--- config.mk ---
export PLATFORM = sky130hd
export DESIGN_NAME = rsi_top
export DESIGN_NICKNAME = d
export VERILOG_FILES = /design/src/rsi_pkg.sv /design/src/rsi_top.sv
export SDC_FILE = /design/constraint.sdc
export NUM_CORES = 1
export LEC_CHECK = 0
export BUFFER_PORTS_ARGS = -buffer_cell sky130_fd_sc_hd__buf_2
export CAP_MARGIN = 20
export CORE_ASPECT_RATIO = 1.2
export CORE_UTILIZATION = 35
export CTS_CLUSTER_DIAMETER = 50
export CTS_CLUSTER_SIZE = 25
export DETAILED_ROUTE_END_ITERATION = 8
export GPL_ROUTABILITY_DRIVEN = 0
export GPL_TIMING_DRIVEN = 0
export SLEW_MARGIN = 20
export SYNTH_ARGS = -nofsm -noshare
export SYNTH_HDL_FRONTEND = slang
export SYNTH_SLANG_ARGS = --single-unit
--- constraint.sdc ---
create_clock -name clk_sys_in -period 3.6 [get_ports clk_sys_in]
set_input_delay 0.18 -clock clk_sys_in [delete_from_list [all_inputs] [get_ports clk_sys_in]]
set_output_delay 0.18 -clock clk_sys_in [all_outputs]
set_load 0.05 [all_outputs]
--- src/rsi_pkg.sv ---
// package and data memory for the reset state initialiser
// assumes one 125 MHz clock and a program memory with one cycle read latency
// Behaviour
// - program counter 12..8 from 0000H low bits
// - program counter 7..0 from vector word 0001H
// - bank enable flag from bit 7 of 0000H
// - interrupt status flag cleared on any reset
// - carry kept from standby, may be arbitrary otherwise
// - stack pointer left undefined by reset
// - data memory kept across standby reset
// - working registers kept across standby reset
// - bank select register cleared on every reset
// - interval timer counter left undefined by reset
// - interval timer mode cleared on every reset
// - event counter count cleared on every reset
// - event counter modulo preset to all ones
// - event counter mode cleared on every reset
// - timer output enable and toggle cleared
// - watch timer mode cleared on every reset
// - reset input ends stop or halt standby
package rsi_pkg;
    localparam int PC_W    = 13;            // program counter width
    localparam int PC_HI_W = 5;             // bits 12..8
    localparam int BYTE_W  = 8;             // program memory word
    localparam int NIB_W   = 4;             // data nibble
    localparam int DM_AW   = 8;             // data memory address
    localparam int BANK_EN_BIT = 7;         // bank enable bit in vector
    localparam logic [PC_W-1:0] VEC_HI_ADDR = 13'h0000;
    localparam logic [PC_W-1:0] VEC_LO_ADDR = 13'h0001;
    localparam logic [BYTE_W-1:0] MOD_RST   = 8'hFF;
    localparam logic [BYTE_W-1:0] BYTE_ZERO = 8'h00;
    localparam logic [NIB_W-1:0]  NIB_ZERO  = 4'h0;
    // core write selects
    typedef enum logic [3:0] {
        RSI_SEL_PC   = 4'h0,
        RSI_SEL_PSW  = 4'h1,  // data[4]=carry [3:1]=skip [0]=ist
        RSI_SEL_BANK_EN  = 4'h2,
        RSI_SEL_SP   = 4'h3,
        RSI_SEL_BANK_SEL = 4'h4,
        RSI_SEL_IVL_MODE = 4'h5,
        RSI_SEL_TM   = 4'h6,
        RSI_SEL_MOD  = 4'h7,
        RSI_SEL_TOE  = 4'h8,
        RSI_SEL_WATCH = 4'h9,
        RSI_SEL_WREG = 4'hA   // data[6:4]=index [3:0]=value
    } rsi_sel_t;
    // sequencer states
    typedef enum logic [2:0] {
        RSI_ST_RUN   = 3'b000,
        RSI_ST_HOLD  = 3'b001,
        RSI_ST_FHI   = 3'b010,
        RSI_ST_FLO   = 3'b011,
        RSI_ST_LOAD  = 3'b100
    } rsi_state_t;
endpackage : rsi_pkg

`timescale 1ns/100ps
// data memory: no reset, so contents survive any reset
module rsi_mem (
    input  wire logic                       clk_sys_in,
    input  wire logic                       wr_en_in,
    input  wire logic [rsi_pkg::DM_AW-1:0]  addr_in,
    input  wire logic [rsi_pkg::NIB_W-1:0]  wr_data_in,
    output logic      [rsi_pkg::NIB_W-1:0]  rd_data_out
);
    // storage array
    logic [rsi_pkg::NIB_W-1:0] mem_q [0:(1<<rsi_pkg::DM_AW)-1];

    // write and registered read
    always_ff @(posedge clk_sys_in) begin
        if (wr_en_in) begin
            mem_q[addr_in] <= wr_data_in;
        end
        rd_data_out <= mem_q[addr_in];
    end
endmodule : rsi_mem

--- src/rsi_top.sv ---
// reset state initialiser: cpu and timer state on external reset
// assumes the core drives writes and standby level on clk_sys_in
`timescale 1ns/100ps
module rsi_top (
    input  wire logic                        clk_sys_in,
    input  wire logic                        nrst_in,
    input  wire logic                        reset_pin_n_in,
    input  wire logic                        standby_stop_in,
    input  wire logic                        standby_halt_in,
    output logic                             standby_exit_out,
    output logic                             from_standby_out,
    output logic                             core_run_out,
    output logic                             prog_rd_out,
    output logic [rsi_pkg::PC_W-1:0]         prog_addr_out,
    input  wire logic [rsi_pkg::BYTE_W-1:0]  prog_data_in,
    input  wire logic                        core_wr_in,
    input  wire logic [3:0]                  core_wr_sel_in,
    input  wire logic [rsi_pkg::PC_W-1:0]    core_wr_data_in,
    input  wire logic                        dm_wr_in,
    input  wire logic [rsi_pkg::DM_AW-1:0]   dm_addr_in,
    input  wire logic [rsi_pkg::NIB_W-1:0]   dm_wr_data_in,
    output logic [rsi_pkg::NIB_W-1:0]        dm_rd_data_out,
    input  wire logic                        ivl_tick_in,
    input  wire logic                        evt_tick_in,
    output logic [rsi_pkg::PC_W-1:0]         program_counter_out,
    output logic                             carry_flag_out,
    output logic [2:0]                       skip_flags_out,
    output logic                             interrupt_status_flag_out,
    output logic                             bank_enable_flag_out,
    output logic [rsi_pkg::BYTE_W-1:0]       stack_pointer_out,
    output logic [rsi_pkg::NIB_W-1:0]        bank_select_register_out,
    output logic [rsi_pkg::BYTE_W-1:0]       interval_timer_counter_out,
    output logic [rsi_pkg::NIB_W-1:0]        interval_timer_mode_out,
    output logic [rsi_pkg::BYTE_W-1:0]       event_counter_count_out,
    output logic [rsi_pkg::BYTE_W-1:0]       event_counter_modulo_out,
    output logic [rsi_pkg::BYTE_W-1:0]       event_counter_mode_out,
    output logic                             timer_output_enable_out,
    output logic                             timer_output_toggle_out,
    output logic [rsi_pkg::BYTE_W-1:0]       watch_timer_mode_out
);
    // reset pin synchroniser
    logic                       rst_meta_q;    // first stage only
    logic                       rst_sync_q;    // 1 = pin asserted
    // sequencer
    rsi_pkg::rsi_state_t        state_q;
    logic                       run;            // core may write
    logic                       pin_rst;        // registers held at reset
    logic                       standby;        // stop or halt
    // state registers
    logic [rsi_pkg::PC_W-1:0]   pc_q;
    logic                       carry_q;
    logic [2:0]                 sk_q;
    logic                       ist_q;
    logic                       bank_en_q;
    logic [rsi_pkg::BYTE_W-1:0] sp_q;
    logic [rsi_pkg::NIB_W-1:0]  bsel_q;
    logic [rsi_pkg::BYTE_W-1:0] icnt_q;
    logic [rsi_pkg::NIB_W-1:0]  imode_q;
    logic [rsi_pkg::BYTE_W-1:0] ecnt_q;
    logic [rsi_pkg::BYTE_W-1:0] tmod_q;
    logic [rsi_pkg::BYTE_W-1:0] tm_q;
    logic                       toe_q;
    logic                       tout_q;
    logic [rsi_pkg::BYTE_W-1:0] watch_q;
    logic                       from_sby_q;
    logic                       exit_q;
    logic [rsi_pkg::NIB_W-1:0]  wreg_q [0:7];   // working registers
    logic                       ecnt_match;

    // core write hit for one select, only while running
    function automatic logic wr_hit(input logic [3:0] sel);
        wr_hit = core_wr_in && run && (core_wr_sel_in == sel);
    endfunction : wr_hit

    assign standby  = standby_stop_in | standby_halt_in;
    assign run      = (state_q == rsi_pkg::RSI_ST_RUN);
    assign pin_rst  = rst_sync_q;

    // two flops on the asynchronous reset pin
    always_ff @(posedge clk_sys_in or negedge nrst_in) begin
        if (!nrst_in) begin
            rst_meta_q <= 1'b1;
            rst_sync_q <= 1'b1;
        end else begin
            rst_meta_q <= ~reset_pin_n_in;
            rst_sync_q <= rst_meta_q;
        end
    end

    // sequencer: hold, then fetch the two vector bytes
    always_ff @(posedge clk_sys_in or negedge nrst_in) begin
        if (!nrst_in) begin
            state_q <= rsi_pkg::RSI_ST_HOLD;
        end else if (pin_rst) begin
            state_q <= rsi_pkg::RSI_ST_HOLD;
        end else begin
            unique case (state_q)
                rsi_pkg::RSI_ST_HOLD: state_q <= rsi_pkg::RSI_ST_FHI;
                rsi_pkg::RSI_ST_FHI:  state_q <= rsi_pkg::RSI_ST_FLO;
                rsi_pkg::RSI_ST_FLO:  state_q <= rsi_pkg::RSI_ST_LOAD;
                rsi_pkg::RSI_ST_LOAD: state_q <= rsi_pkg::RSI_ST_RUN;
                rsi_pkg::RSI_ST_RUN:  state_q <= rsi_pkg::RSI_ST_RUN;
                default:              state_q <= rsi_pkg::RSI_ST_HOLD;
            endcase
        end
    end

    // vector read requests, data returns one cycle later
    always_comb begin
        prog_rd_out   = 1'b0;
        prog_addr_out = pc_q;
        if (state_q == rsi_pkg::RSI_ST_FHI) begin
            prog_rd_out   = 1'b1;
            prog_addr_out = rsi_pkg::VEC_HI_ADDR;
        end else if (state_q == rsi_pkg::RSI_ST_FLO) begin
            prog_rd_out   = 1'b1;
            prog_addr_out = rsi_pkg::VEC_LO_ADDR;
        end
    end

    always_ff @(posedge clk_sys_in or negedge nrst_in) begin
        if (!nrst_in) begin
            from_sby_q <= 1'b0;
            exit_q     <= 1'b0;
        end else begin
            exit_q <= pin_rst && run && standby;
            if (pin_rst && run) begin
                // remember where the reset came from
                from_sby_q <= standby;
            end
        end
    end

    // program counter and bank enable from the vector
    always_ff @(posedge clk_sys_in or negedge nrst_in) begin
        if (!nrst_in) begin
            pc_q  <= '0;
            bank_en_q <= 1'b0;
        end else if (state_q == rsi_pkg::RSI_ST_FLO) begin
            pc_q[rsi_pkg::PC_W-1:rsi_pkg::BYTE_W] <=
                prog_data_in[rsi_pkg::PC_HI_W-1:0];
            bank_en_q <= prog_data_in[rsi_pkg::BANK_EN_BIT];
        end else if (state_q == rsi_pkg::RSI_ST_LOAD) begin
            pc_q[rsi_pkg::BYTE_W-1:0] <= prog_data_in;
        end else if (wr_hit(rsi_pkg::RSI_SEL_PC)) begin
            pc_q <= core_wr_data_in;
        end else if (wr_hit(rsi_pkg::RSI_SEL_BANK_EN)) begin
            bank_en_q <= core_wr_data_in[0];
        end
    end

    // status word flags
    always_ff @(posedge clk_sys_in or negedge nrst_in) begin
        if (!nrst_in) begin
            sk_q  <= 3'b000;
            ist_q <= 1'b0;
        end else if (pin_rst) begin
            ist_q <= 1'b0;
            sk_q  <= 3'b000;
        end else if (wr_hit(rsi_pkg::RSI_SEL_PSW)) begin
            sk_q  <= core_wr_data_in[3:1];
            ist_q <= core_wr_data_in[0];
        end
    end

    always_ff @(posedge clk_sys_in) begin
        if (wr_hit(rsi_pkg::RSI_SEL_PSW)) begin
            carry_q <= core_wr_data_in[4];
        end
    end

    always_ff @(posedge clk_sys_in) begin
        if (wr_hit(rsi_pkg::RSI_SEL_SP)) begin
            sp_q <= core_wr_data_in[rsi_pkg::BYTE_W-1:0];
        end
    end

    always_ff @(posedge clk_sys_in) begin
        if (wr_hit(rsi_pkg::RSI_SEL_WREG)) begin
            wreg_q[core_wr_data_in[6:4]] <= core_wr_data_in[3:0];
        end
    end

    // interval counter counts ticks while its mode is nonzero, without reset
    always_ff @(posedge clk_sys_in) begin
        if (ivl_tick_in && (imode_q != rsi_pkg::NIB_ZERO)) begin
            icnt_q <= icnt_q + 8'h01;
        end
    end

    // bank select and interval timer mode
    always_ff @(posedge clk_sys_in or negedge nrst_in) begin
        if (!nrst_in) begin
            bsel_q  <= rsi_pkg::NIB_ZERO;
            imode_q <= rsi_pkg::NIB_ZERO;
        end else if (pin_rst) begin
            bsel_q  <= rsi_pkg::NIB_ZERO;
            imode_q <= rsi_pkg::NIB_ZERO;
        end else begin
            if (wr_hit(rsi_pkg::RSI_SEL_BANK_SEL)) begin
                bsel_q <= core_wr_data_in[rsi_pkg::NIB_W-1:0];
            end
            if (wr_hit(rsi_pkg::RSI_SEL_IVL_MODE)) begin
                imode_q <= core_wr_data_in[rsi_pkg::NIB_W-1:0];
            end
        end
    end

    assign ecnt_match = (ecnt_q == tmod_q);

    // event counter count, match reloads zero
    always_ff @(posedge clk_sys_in or negedge nrst_in) begin
        if (!nrst_in) begin
            ecnt_q <= rsi_pkg::BYTE_ZERO;
        end else if (pin_rst) begin
            ecnt_q <= rsi_pkg::BYTE_ZERO;
        end else if (evt_tick_in && tm_q[0]) begin
            // mode bit 0 enables counting
            ecnt_q <= ecnt_match ? rsi_pkg::BYTE_ZERO : ecnt_q + 8'h01;
        end
    end

    // event counter modulo and mode, watch mode
    always_ff @(posedge clk_sys_in or negedge nrst_in) begin
        if (!nrst_in) begin
            tmod_q <= rsi_pkg::MOD_RST;
            tm_q   <= rsi_pkg::BYTE_ZERO;
            watch_q <= rsi_pkg::BYTE_ZERO;
        end else if (pin_rst) begin
            tmod_q <= rsi_pkg::MOD_RST;
            tm_q   <= rsi_pkg::BYTE_ZERO;
            watch_q <= rsi_pkg::BYTE_ZERO;
        end else begin
            if (wr_hit(rsi_pkg::RSI_SEL_MOD)) begin
                tmod_q <= core_wr_data_in[rsi_pkg::BYTE_W-1:0];
            end
            if (wr_hit(rsi_pkg::RSI_SEL_TM)) begin
                tm_q <= core_wr_data_in[rsi_pkg::BYTE_W-1:0];
            end
            if (wr_hit(rsi_pkg::RSI_SEL_WATCH)) begin
                watch_q <= core_wr_data_in[rsi_pkg::BYTE_W-1:0];
            end
        end
    end

    // timer output enable and toggle flop
    always_ff @(posedge clk_sys_in or negedge nrst_in) begin
        if (!nrst_in) begin
            toe_q  <= 1'b0;
            tout_q <= 1'b0;
        end else if (pin_rst) begin
            toe_q  <= 1'b0;
            tout_q <= 1'b0;
        end else begin
            if (wr_hit(rsi_pkg::RSI_SEL_TOE)) begin
                toe_q <= core_wr_data_in[0];
            end
            if (evt_tick_in && tm_q[0] && ecnt_match && toe_q) begin
                tout_q <= ~tout_q;
            end
        end
    end

    // data memory writes blocked outside run
    rsi_mem u_dmem (
        .clk_sys_in  (clk_sys_in),
        .wr_en_in    (dm_wr_in && run),
        .addr_in     (dm_addr_in),
        .wr_data_in  (dm_wr_data_in),
        .rd_data_out (dm_rd_data_out)
    );

    // outputs
    assign standby_exit_out           = exit_q;
    assign from_standby_out           = from_sby_q;
    assign core_run_out               = run;
    assign program_counter_out        = pc_q;
    assign carry_flag_out             = carry_q;
    assign skip_flags_out             = sk_q;
    assign interrupt_status_flag_out  = ist_q;
    assign bank_enable_flag_out       = bank_en_q;
    assign stack_pointer_out          = sp_q;
    assign bank_select_register_out   = bsel_q;
    assign interval_timer_counter_out = icnt_q;
    assign interval_timer_mode_out    = imode_q;
    assign event_counter_count_out    = ecnt_q;
    assign event_counter_modulo_out   = tmod_q;
    assign event_counter_mode_out     = tm_q;
    assign timer_output_enable_out    = toe_q;
    assign timer_output_toggle_out    = tout_q;
    assign watch_timer_mode_out       = watch_q;

    // checks
    property p_pc_hi;
        @(posedge clk_sys_in) disable iff (!nrst_in)
        (state_q == rsi_pkg::RSI_ST_FLO) && !pin_rst |=>
            pc_q[12:8] == $past(prog_data_in[4:0]);
    endproperty
    a_pc_hi: assert property (p_pc_hi)
        else $error("pc high bits not from vector");
    property p_pc_lo;
        @(posedge clk_sys_in) disable iff (!nrst_in)
        (state_q == rsi_pkg::RSI_ST_LOAD) && !pin_rst |=>
            core_run_out && pc_q[7:0] == $past(prog_data_in);
    endproperty
    a_pc_lo: assert property (p_pc_lo)
        else $error("pc low byte not from vector");
    property p_bank_en;
        @(posedge clk_sys_in) disable iff (!nrst_in)
        (state_q == rsi_pkg::RSI_ST_FLO) && !pin_rst |=>
            bank_en_q == $past(prog_data_in[7]);
    endproperty
    a_bank_en: assert property (p_bank_en)
        else $error("bank enable not from vector bit 7");
    property p_psw;
        @(posedge clk_sys_in) disable iff (!nrst_in)
        pin_rst |=> !ist_q && sk_q == 3'b000;
    endproperty
    a_psw: assert property (p_psw)
        else $error("status flags not cleared");
    property p_carry;
        @(posedge clk_sys_in) disable iff (!nrst_in)
        pin_rst && from_sby_q |=> $stable(carry_q);
    endproperty
    a_carry: assert property (p_carry)
        else $error("carry changed during standby reset");
    property p_fetch;
        @(posedge clk_sys_in) disable iff (!nrst_in)
        $fell(pin_rst) |=> prog_addr_out == 13'h0000 && prog_rd_out
            ##1 pin_rst || (prog_addr_out == 13'h0001 && prog_rd_out);
    endproperty
    a_fetch: assert property (p_fetch)
        else $error("vector fetch order wrong");
    property p_tmr;
        @(posedge clk_sys_in) disable iff (!nrst_in)
        pin_rst |=> bsel_q == 4'h0 && imode_q == 4'h0 && ecnt_q == 8'h00
            && tmod_q == 8'hFF && tm_q == 8'h00 && watch_q == 8'h00;
    endproperty
    a_tmr: assert property (p_tmr)
        else $error("timer registers not initialised");
    property p_tout;
        @(posedge clk_sys_in) disable iff (!nrst_in)
        pin_rst |=> !toe_q && !tout_q;
    endproperty
    a_tout: assert property (p_tout)
        else $error("timer output not cleared");
    property p_exit;
        @(posedge clk_sys_in) disable iff (!nrst_in)
        pin_rst && run && standby |=> standby_exit_out && !core_run_out;
    endproperty
    a_exit: assert property (p_exit)
        else $error("standby not left on reset");
endmodule : rsi_top

==> impl_metrics.yaml, run 1 <==
critical_path:
  worst_stage_delay_on_the_critical_path_ns: 0.88
  worst_path_dominant_cell_family: "buffers and inverters"
  top_cell_by_count_worst_path: "sky130_fd_sc_hd__clkdlybuf4s15_1"
  timing.critical_path.from_type: "input port"
  crit_slowest_cell: "sky130_fd_sc_hd__clkdlybuf4s15_1"
  crit_fanout: 10
  worstSetupPathType: "in -> reg"
  setup.worst_path.end_class: "flip-flop"
  critPathBufInv: 3
  worst-endpoint-arrival_ns: 4.14
  ff2ff_path_depth: 7
  crit_required_ns: 4.09
  reg2reg_slack_ns: -0.02
  r2r-start: "state_q[1]"
  r2r_end: "u_dmem.mem_q[189][0]"
  worstPathCellList: "buf_2 -> clkdlybuf4s15_1 -> clkdlybuf4s15_1 -> mux4_2 -> a22oi_1 -> a21oi_1 -> o41ai_1 -> nand4_1"
synth:
  postSynthCellCount: 2279
  synth_area_per_cell_um2: 19.2
  synth.most_common_cell: "sky130_fd_sc_hd__edfxtp_1"
  async_flop_share_pct: 6.03
  yosysSeqAreaShare_pct: 75.6
  syn_std_cell_area_um2: 43700
  synthTopCellsByCount: "sky130_fd_sc_hd__edfxtp_1, sky130_fd_sc_hd__nor2_1, sky130_fd_sc_hd__mux4_2"
  post-synth-top-area-fraction_pct: 71.6
  synth_area_leaders: "sky130_fd_sc_hd__edfxtp_1, sky130_fd_sc_hd__mux4_2, sky130_fd_sc_hd__dfrtp_1"
  post_synth_num_cell_types: 46
  ys_dominant_reg_cell: "sky130_fd_sc_hd__edfxtp_1"
  yosys.area.top_type: "sky130_fd_sc_hd__edfxtp_1"
  synth_enable_flop_cells: 1041
  number_of_storage_elements_in_the_synthesis_netlist: 1112
  count_of_synthesis_stage_warnings_from_yosys: 0
  post_synthesis_net_count: 2327
die:
  placeable_core_region_um2: 123000
  floorplan.die_area_um2: 126000
  floorplan.die.height_um: 389
  floorplan.rows: 141
  die_width_um: 324
  initial_core_utilization_pct: 35.4
  io-pin-count: 144
clocking:
  htree_levels: 3
  tritoncts_buffers: 104
  tritoncts_num_sinks: 1112
  cts-root-buf: "sky130_fd_sc_hd__clkbuf_16"
  clock_tree_from_tritoncts: "yes"
  cts_buffer_depth: 3
  cts.clk_slew.worst_paths_ns: 0.07
  clock_latency_at_the_later_pin_of_the_worst_skew_pair_ns: 0.71
placed_design:
  numPortBuffers: 140
  post_detailed_placement_half_perimeter_wirelength_um: 78700
  postPlaceCellArea_um2: 46800
  place.detailed.instances: 4074
pwr:
  internal_power_mw: 21.2
  clockPowerShare_pct: 41.9
  p_sw_share_pct: 25.4
  vdd_ir_drop_max_uv: 511
  static-leakage-power_nw: 16.2
  sequentialPowerShare_pct: 50.2
  power_per_cell_area_nw_per_um2: 557
  pwr-share-comb_pct: 7.9
  switching_power_mw: 7.24
layout:
  stdcell_count: 4317
  antennaDiodeCount: 0
  area_growth_pct: 17.0
  post-route-util_pct: 41.4
  multi_input_area_um2: 9930
  final_net_count: 2629
  num-fill-cells: 10900
  sequential_cell_area_um2: 33000
  finish.instance_area_um2: 51100
  drive_above_1_share_pct: 25.2
sta:
  hold-worst-slack_ns: 0.0919
  setup_tns_ns: -0.130
  fmaxAchievable_mhz: 274
  worst_case_clock_skew_ns: 0.0477
  post-route-period-util_pct: 101
  report.final.slew_viol_count: 0
  grt_setup_unrepaired: "true"
  timing_worst_slew_pin_value_ns: 1.12
  post-route-worst-setup-slack_ns: -0.0462
  timing.slew.headroom_pct: 25.5
  final-hold-violation-count: 0
  final_period_minus_worst_setup_slack_ns: 3.65
  final-setup-viol-count: 7
run:
  cap_violations: 0
detailed_routing:
  avgViaCountPerCell: 5.41
  wl_per_cell_um: 27.2
  route.vias.total: 23400
  detail_route.drc_violations: 0
  drt_wl_total_um: 117000
  detail_route.first_pass.iterations: 6
  final_antenna_net_count: 0
  initialDrtViolationCount: 2469
global_routing:
  first_global_vias: 24500
  globalRoute.totalOverflow: 0
  grt_use_total_pct: 18.5
  grt_start_max_net_pins: 126
  grt_pass1_wl_um: 170000
  antenna_found_initial: 4
hold_path:
  min-delay-path-class: "in -> reg"
  hold_depth: 5
  min_to: "event_counter_mode_out[5]"
  source_of_the_worst_hold_timing_path: "core_wr_in"
outcome:
  status: "finished with violations"
  violated_checks: "setup timing"
## cell families (layout without fill, tap and decap cells)
| logic type | Yosys count | in the layout | synth area share (%) |
|---|---|---|---|
| compound gates | 255 | 255 | 3.91 |
| xor+xnor | 18 | 18 | 0.361 |
| fa+ha+maj | 2 | 2 | 0.0573 |
| buf+inv | 154 | 548 | 1.63 |
| flops | 1112 | 1112 | 75.6 |
| mux | 295 | 295 | 14.1 |
| simple gates | 443 | 443 | 4.30 |
## power by group through the flow
stage                     Combinational [mW]  Clock [mW]  Sequential, mW
final                                   2.25        11.9            14.3
after global routing                    2.36        12.6            14.3
after CTS                               2.25        12.1            14.3
after detailed placement                2.14           0            14.6
after global placement                  2.07           0            14.6
after floorplan                         1.01           0            14.9
## what timing repair did
action                                  in CTS  in global routing
gates resized for setup                      1                  4
setup buffers                                2                  0
pin swaps                                    1                  0
hold buffers                                43                  0
endpoints found under the hold margin      369                  0
endpoints found under the setup margin     414                 79
## worst reg2reg max path, stage by stage (launching register included)
cell and delay, ns:
sky130_fd_sc_hd__dfrtp_1 0.46, sky130_fd_sc_hd__nor3_4 0.24, sky130_fd_sc_hd__buf_12 0.15, sky130_fd_sc_hd__nand2_1 0.11, sky130_fd_sc_hd__nor3b_1 0.51, sky130_fd_sc_hd__nand2_1 0.61, sky130_fd_sc_hd__clkbuf_2 0.66, sky130_fd_sc_hd__nor2_1 0.52
## routing by layer
layer  GRT usage [%]  part of all wire, %  vias to the layer above
met5               0                0.011                        -
met4            8.07                  4.6                        2
met3            3.78                  7.9                      268
met2            31.6                   50                     1126
met1            22.7                   37                    12100
li1                -                    -                     9851
## layout make-up
cell class	instances	share of cell area, %
Buffer	148	1.42
Clock buffer	110	5.14
Clock inverter	88	2.33
Inverter	6	0.0441
Multi-Input combinational cell	1013	19.4
Sequential cell	1112	64.7
Tap cell	1644	4.03
Timing Repair Buffer	196	2.95
## stage by stage
stage          setup slack [ns]  total power, mW
6_report                -0.0462             28.5
5_1_grt                  -0.116             29.2
4_1_cts                  0.0787             28.6
3_5_place_dp             -0.762             16.7
3_3_place_gp             -0.906             16.7
2_1_floorplan             0.824             15.9
## placed cells by master, fill, tap and decap left out, types with 5 or more instances in the layout
master	count
sky130_fd_sc_hd__a21oi_1	79
sky130_fd_sc_hd__a22oi_1	128
sky130_fd_sc_hd__and2_1	15
sky130_fd_sc_hd__and3_1	8
sky130_fd_sc_hd__buf_1	14
sky130_fd_sc_hd__buf_16	10
sky130_fd_sc_hd__buf_2	155
sky130_fd_sc_hd__buf_4	5
sky130_fd_sc_hd__buf_6	13
sky130_fd_sc_hd__bufinv_16	9
sky130_fd_sc_hd__clkbuf_1	85
sky130_fd_sc_hd__clkbuf_16	104
sky130_fd_sc_hd__clkbuf_2	17
sky130_fd_sc_hd__clkinv_2	6
sky130_fd_sc_hd__clkinv_4	11
sky130_fd_sc_hd__clkinv_8	20
sky130_fd_sc_hd__clkinvlp_4	6
sky130_fd_sc_hd__dfrtp_1	56
sky130_fd_sc_hd__dfstp_2	11
sky130_fd_sc_hd__dlygate4sd3_1	42
sky130_fd_sc_hd__edfxtp_1	1041
sky130_fd_sc_hd__inv_1	5
sky130_fd_sc_hd__inv_12	5
sky130_fd_sc_hd__inv_6	11
sky130_fd_sc_hd__inv_8	13
sky130_fd_sc_hd__mux2i_1	39
sky130_fd_sc_hd__mux4_2	256
sky130_fd_sc_hd__nand2_1	72
sky130_fd_sc_hd__nand2b_1	13
sky130_fd_sc_hd__nand3_1	18
sky130_fd_sc_hd__nor2_1	285
sky130_fd_sc_hd__nor2b_1	7
sky130_fd_sc_hd__nor3_1	5
sky130_fd_sc_hd__o21ai_1	18
sky130_fd_sc_hd__o41ai_1	14
sky130_fd_sc_hd__xnor2_1	7
sky130_fd_sc_hd__xor2_1	11
## flip-flops by register name, summed over array words and instances, names as in the netlist, 3 cells and up
signal	count
interval_timer_mode_out	4
state_q	3
stack_pointer_out	8
u_dmem.rd_data_out	4
bank_select_register_out	4
watch_timer_mode_out	8
skip_flags_out	3
event_counter_modulo_out	8
u_dmem.mem_q	1024
event_counter_count_out	8
event_counter_mode_out	8
interval_timer_counter_out	8
program_counter_out	13
## worst max-delay path by stage
| stage | slack (ns) | to | cells after the start | start |
|---|---|---|---|---|
| after floorplan | 0.82 | u_dmem.mem_q[185][0] | 6 | state_q[1] |
| after global placement | -0.91 | u_dmem.mem_q[181][0] | 6 | state_q[1] |
| after detailed placement | -0.76 | u_dmem.rd_data_out[2] | 8 | dm_addr_in[1] |
| after CTS | 0.08 | u_dmem.rd_data_out[1] | 8 | dm_addr_in[1] |
| after global routing | -0.12 | u_dmem.mem_q[189][0] | 7 | state_q[1] |
| final | -0.05 | u_dmem.rd_data_out[2] | 8 | dm_addr_in[1] |
Power figures use the tool's default switching activity.
==> inputs of run 2 (changes only) <==
Settings changed: PLACE_DENSITY_LB_ADDON set to 0.12.
==> impl_metrics.yaml, run 2 (same netlist as run 1, synthesis figures left out) <==
clocking:
  clock_tree_from_tritoncts: "yes"
  tritoncts_num_sinks: 1112
  tritoncts_buffers: 111
  cts.clk_slew.worst_paths_ns: 0.07
  clock_latency_at_the_later_pin_of_the_worst_skew_pair_ns: 0.73
  cts-root-buf: "sky130_fd_sc_hd__clkbuf_16"
  cts_buffer_depth: 3
  htree_levels: 3
pwr:
  total_power_mw: 28.8
  pwr-share-comb_pct: 8.0
  internal_power_mw: 21.5
  switching_power_mw: 7.36
  clockPowerShare_pct: 42.4
  sequentialPowerShare_pct: 49.6
  static-leakage-power_nw: 16.4
  p_sw_share_pct: 25.5
  vdd_ir_drop_max_uv: 487
  power_per_cell_area_nw_per_um2: 561
layout:
  layout_common_cells: "sky130_fd_sc_hd__edfxtp_1, sky130_fd_sc_hd__nor2_1, sky130_fd_sc_hd__mux4_2"
  final_common_cell: "sky130_fd_sc_hd__edfxtp_1"
  drive_above_1_share_pct: 26.0
  num-fill-cells: 11000
  area_growth_pct: 17.7
  top_register: "u_dmem.mem_q"
  post-route-util_pct: 41.6
  largest_reg_flops: 1024
  stdcell_count: 4338
  final_net_count: 2644
global_routing:
  grt_pass1_wl_um: 184000
  grt_start_max_net_pins: 121
  grt_use_total_pct: 20.5
  first_global_vias: 24300
  globalRoute.totalOverflow: 0
  antenna_found_initial: 1
critical_path:
  crit_fanout: 10
  crit_slowest_cell: "sky130_fd_sc_hd__o41ai_1"
  reg2reg_slack_ns: 0.02
  setup.worst_path.end_class: "flip-flop"
  r2r-start: "state_q[1]"
  worst_stage_delay_on_the_critical_path_ns: 0.91
  r2r_end: "u_dmem.mem_q[73][0]"
  timing.critical_path.from_type: "input port"
  ff2ff_path_depth: 7
  worst-endpoint-arrival_ns: 4.12
  worstSetupPathType: "in -> reg"
  worstPathCellList: "buf_2 -> clkdlybuf4s15_1 -> clkbuf_2 -> mux4_2 -> a22oi_1 -> a21oi_1 -> o41ai_1 -> nand4_1"
  crit_required_ns: 4.08
placed_design:
  post_detailed_placement_half_perimeter_wirelength_um: 87700
  numPortBuffers: 140
  place.detailed.instances: 4081
  pre_cts_ws_ns: -1.11
detailed_routing:
  drt_wl_total_um: 129000
  avgViaCountPerCell: 5.34
  initialDrtViolationCount: 2297
  route.vias.total: 23200
  wl_per_cell_um: 29.7
  detail_route.drc_violations: 0
  final_antenna_net_count: 0
  detail_route.first_pass.iterations: 6
sta:
  timing.slew.headroom_pct: 22.7
  fmaxAchievable_mhz: 274
  report.final.slew_viol_count: 0
  final-setup-viol-count: 1
  post-route-worst-setup-slack_ns: -0.0438
  grt_setup_unrepaired: "true"
  worst_case_clock_skew_ns: 0.0549
  hold-worst-slack_ns: 0.0790
  post-route-period-util_pct: 101
  timing_worst_slew_pin_value_ns: 1.16
  final-hold-violation-count: 0
  final_period_minus_worst_setup_slack_ns: 3.64
die:
  io-pin-count: 144
  die_width_um: 324
  initial_core_utilization_pct: 35.4
  floorplan.die_area_um2: 126000
  floorplan.die.height_um: 389
  placeable_core_region_um2: 123000
  floorplan.rows: 141
run:
  cap_violations: 0
outcome:
  violated_checks: "setup timing"
  status: "finished with violations"
hold_path:
  min-delay-path-class: "in -> async"
==> run 2: cell types whose count changed in the layout (fill, tap and decap cells not counted), sizes merged, moves of 3 or more <==
cell,change
inv,+14
clkinv,-12
buf,+8
clkbuf,+8
clkinvlp,+4
bufinv,-3
==> run 2: layout make-up <==
cell class	count	area, um^2	share of cell area (%)
timing repair buffer	204	1680	3.27
inverter	6	22.5	0.0438
clock inverter	91	1060	2.06
antenna	1	2.50	0.00487
buffer	148	723	1.41
multi-input combinational	1013	9950	19.4
clock buffer	119	2870	5.59
tap	1644	2060	4.00
sequential	1112	33000	64.3
==> run 2: critical path: cells and delay by family <==
| family | cells | cell delay, ns |
|---|---|---|
| buffers and inverters | 3 | 1.68 |
| muxes | 1 | 0.40 |
| and+or+nand+nor | 1 | 0.42 |
| AOI/OAI and AO/OA | 3 | 1.40 |
==> run 2: worst max-delay path by stage <==
stage / start / to / slack, ns / depth (start not counted)
final: dm_addr_in[1] / u_dmem.rd_data_out[2] / -0.04 / 8
after global routing: state_q[1] / u_dmem.mem_q[73][0] / -0.17 / 7
after CTS: state_q[1] / u_dmem.mem_q[73][0] / 0.05 / 7
after detailed placement: dm_addr_in[1] / u_dmem.rd_data_out[2] / -1.11 / 8
after global placement: dm_addr_in[1] / u_dmem.mem_q[77][3] / -1.32 / 7
after floorplan: state_q[1] / u_dmem.mem_q[185][0] / 0.82 / 6
==> run 2: through the flow <==
step | cell area [um^2] | TNS, ns
after floorplan | 43700 | 0
after CTS | 51400 | 0
after detailed placement | 47000 | -414.76
after global routing | 51400 | -8.07
final | 51400 | -0.0438
after global placement | 46400 | -1540.97
==> run 2: repair_timing <==
| action | 4_1_cts | 5_1_grt |
|---|---|---|
| hold buffers | 43 | 0 |
| gates resized for setup | 5 | 6 |
| hold endpoints to repair | 312 | 0 |
| setup buffers | 3 | 0 |
| setup endpoints to repair | 442 | 122 |
| pin swaps | 1 | 0 |
==> run 2: power groups by stage <==
stage	registers, mW	logic, mW	clock network (mW)
finish	14.3	2.31	12.2
global route	14.3	2.44	12.9
CTS	14.3	2.34	12.5
detailed placement	14.6	2.22	0
global placement	14.6	2.15	0
floorplan	14.9	1.01	0
==> run 2: routing by layer <==
metal  GRT usage [%]  vias up  share of wire, %
li1                -     9882                 -
met1            26.4    12300                41
met2            34.9      845                50
met3            3.33      177               5.8
met4            7.35        0               3.3
met5               0        -                 0
==> inputs of run 3 (changes only) <==
Settings changed: CELL_PAD_IN_SITES_DETAIL_PLACEMENT set to 1, CELL_PAD_IN_SITES_GLOBAL_PLACEMENT set to 2.
==> impl_metrics.yaml, run 3 (same netlist as run 1, synthesis figures left out) <==
outcome:
  status: "finished with violations"
  violated_checks: "setup timing"
hold_path:
  min-delay-path-class: "in -> reg"
  min_to: "interval_timer_mode_out[2]"
  source_of_the_worst_hold_timing_path: "core_wr_sel_in[0]"
  hold_depth: 4
layout:
  num-fill-cells: 11800
  multi_input_area_um2: 9970
  layout_common_cells: "sky130_fd_sc_hd__edfxtp_1, sky130_fd_sc_hd__nor2_1, sky130_fd_sc_hd__mux4_2"
  area_growth_pct: 18.9
  largest_reg_flops: 1024
  drive_above_1_share_pct: 26.8
  final_net_count: 2653
  top_register: "u_dmem.mem_q"
  final_common_cell: "sky130_fd_sc_hd__edfxtp_1"
  sequential_cell_area_um2: 33000
sta:
  final-setup-viol-count: 1
  post-route-worst-setup-slack_ns: -0.0237
  post-route-period-util_pct: 101
  grt_setup_unrepaired: "false"
  timing.slew.headroom_pct: 21.7
  timing_worst_slew_pin_value_ns: 1.17
  worst_case_clock_skew_ns: 0.0457
  final-hold-violation-count: 0
  fmaxAchievable_mhz: 276
  final_period_minus_worst_setup_slack_ns: 3.62
  report.final.slew_viol_count: 0
detailed_routing:
  wl_per_cell_um: 30.9
  route.vias.total: 23300
  initialDrtViolationCount: 2021
  avgViaCountPerCell: 5.35
  detail_route.first_pass.iterations: 5
  drt_wl_total_um: 135000
  detail_route.drc_violations: 0
  final_antenna_net_count: 0
pwr:
  power_per_cell_area_nw_per_um2: 575
  vdd_ir_drop_max_uv: 435
  total_power_mw: 29.8
  static-leakage-power_nw: 16.6
critical_path:
  crit_fanout: 10
  worst_stage_delay_on_the_critical_path_ns: 0.87
  r2r_end: "u_dmem.mem_q[122][1]"
  worstSetupPathType: "in -> reg"
  worst-endpoint-arrival_ns: 4.09
  reg2reg_slack_ns: 0.22
  r2r-start: "state_q[1]"
  crit_required_ns: 4.07
  setup.worst_path.end_class: "flip-flop"
  timing.critical_path.from_type: "input port"
  ff2ff_path_depth: 7
  worstPathCellList: "buf_2 -> clkbuf_1 -> buf_1 -> mux4_2 -> a22oi_1 -> a21oi_1 -> o41ai_1 -> nand4_1"
  crit_slowest_cell: "sky130_fd_sc_hd__o41ai_1"
die:
  floorplan.die.height_um: 389
  initial_core_utilization_pct: 35.4
  io-pin-count: 144
  floorplan.rows: 141
  floorplan.die_area_um2: 126000
  die_width_um: 324
  placeable_core_region_um2: 123000
clocking:
  clock_tree_from_tritoncts: "yes"
  tritoncts_buffers: 118
  tritoncts_num_sinks: 1112
  cts-root-buf: "sky130_fd_sc_hd__clkbuf_16"
  cts_buffer_depth: 3
  htree_levels: 3
  cts.clk_slew.worst_paths_ns: 0.08
  clock_latency_at_the_later_pin_of_the_worst_skew_pair_ns: 0.75
global_routing:
  grt_use_total_pct: 21.4
  grt_start_max_net_pins: 121
  grt_pass1_wl_um: 191000
  globalRoute.totalOverflow: 0
  antenna_found_initial: 4
  first_global_vias: 25400
run:
  cap_violations: 0
placed_design:
  pre_cts_ws_ns: -1.07
  post_detailed_placement_half_perimeter_wirelength_um: 94200
  numPortBuffers: 140
-- run 3: cell count changes in the layout (fill, tap and decap cells not counted), sizes merged --
cell / before / now
clkdlybuf4s15: 2 / 0
diode: 1 / 2
dlygate4sd3: 43 / 39
buf: 212 / 218
bufinv: 6 / 12
clkinv: 29 / 26
clkbuf: 214 / 225
clkinvlp: 10 / 11
-- run 3: timing repair --
item,4_1_cts,5_1_grt
endpoints found under the setup margin,587,76
resized for setup,15,5
hold buffers,40,0
pin swaps,0,1
setup buffers,0,1
hold endpoints to repair,331,0
-- run 3: worst max-delay path by stage --
stage	startpoint	endpoint	slack, ns	cells after the start
6_report	dm_addr_in[1]	u_dmem.rd_data_out[1]	-0.02	8
5_1_grt	dm_addr_in[1]	u_dmem.rd_data_out[1]	0.004	8
3_3_place_gp	dm_addr_in[3]	u_dmem.mem_q[155][2]	-1.48	8
4_1_cts	state_q[1]	u_dmem.mem_q[222][1]	-0.02	7
2_1_floorplan	state_q[1]	u_dmem.mem_q[185][0]	0.82	6
3_5_place_dp	dm_addr_in[2]	u_dmem.mem_q[129][1]	-1.07	8
-- run 3: power by group --
| group | total (mW) | switching (mW) | internal [mW] |
|---|---|---|---|
| Combinational | 2.33 | 1.64 | 0.690 |
| Clock | 13.2 | 5.82 | 7.37 |
| Sequential | 14.3 | 0.0949 | 14.2 |
| Total | 29.8 | 7.55 | 22.3 |
-- run 3: layer usage --
layer  global-route usage [%]  up-vias  wire length, um  share of wire [%]
met5                        0        -                0                  0
met4                     8.11        0             4820                3.6
met3                     2.89      202             6160                4.6
met2                     37.2      684            68200                 51
met1                     27.0    12500            55600                 41
li1                         -     9903                -                  -
-- run 3: critical path, delay by kind of cell --
family          cells  cell delay, ns
compound gates      3            1.39
simple gates        1            0.50
buf+inv             3            1.59
mux                 1            0.40
-- run 3: layout make-up --
class                      count  area share (%)
clock buffer                 128            5.94
antenna                        2         0.00964
clock inverter                95            2.30
sequential                  1112            63.6
multi-input combinational   1013            19.2
timing repair buffer         206            3.52
inverter                       6          0.0434
tap                         1644            3.96
buffer                       148            1.38
-- run 3: stage by stage --
stage	hold WS [ns]	std cells	utilization [%]	setup TNS [ns]	cell area (um^2)
2_1_floorplan	-0.116	2279	-	0	43700
3_3_place_gp	0.338	4063	37.6	-1542.93	46400
6_report	0.0913	4354	42.0	-0.0237	51900
5_1_grt	0.120	4352	42.0	0	51900
4_1_cts	0.0201	4351	42.0	-0.0782	51900
3_5_place_dp	0.132	4088	38.2	-626.53	47200
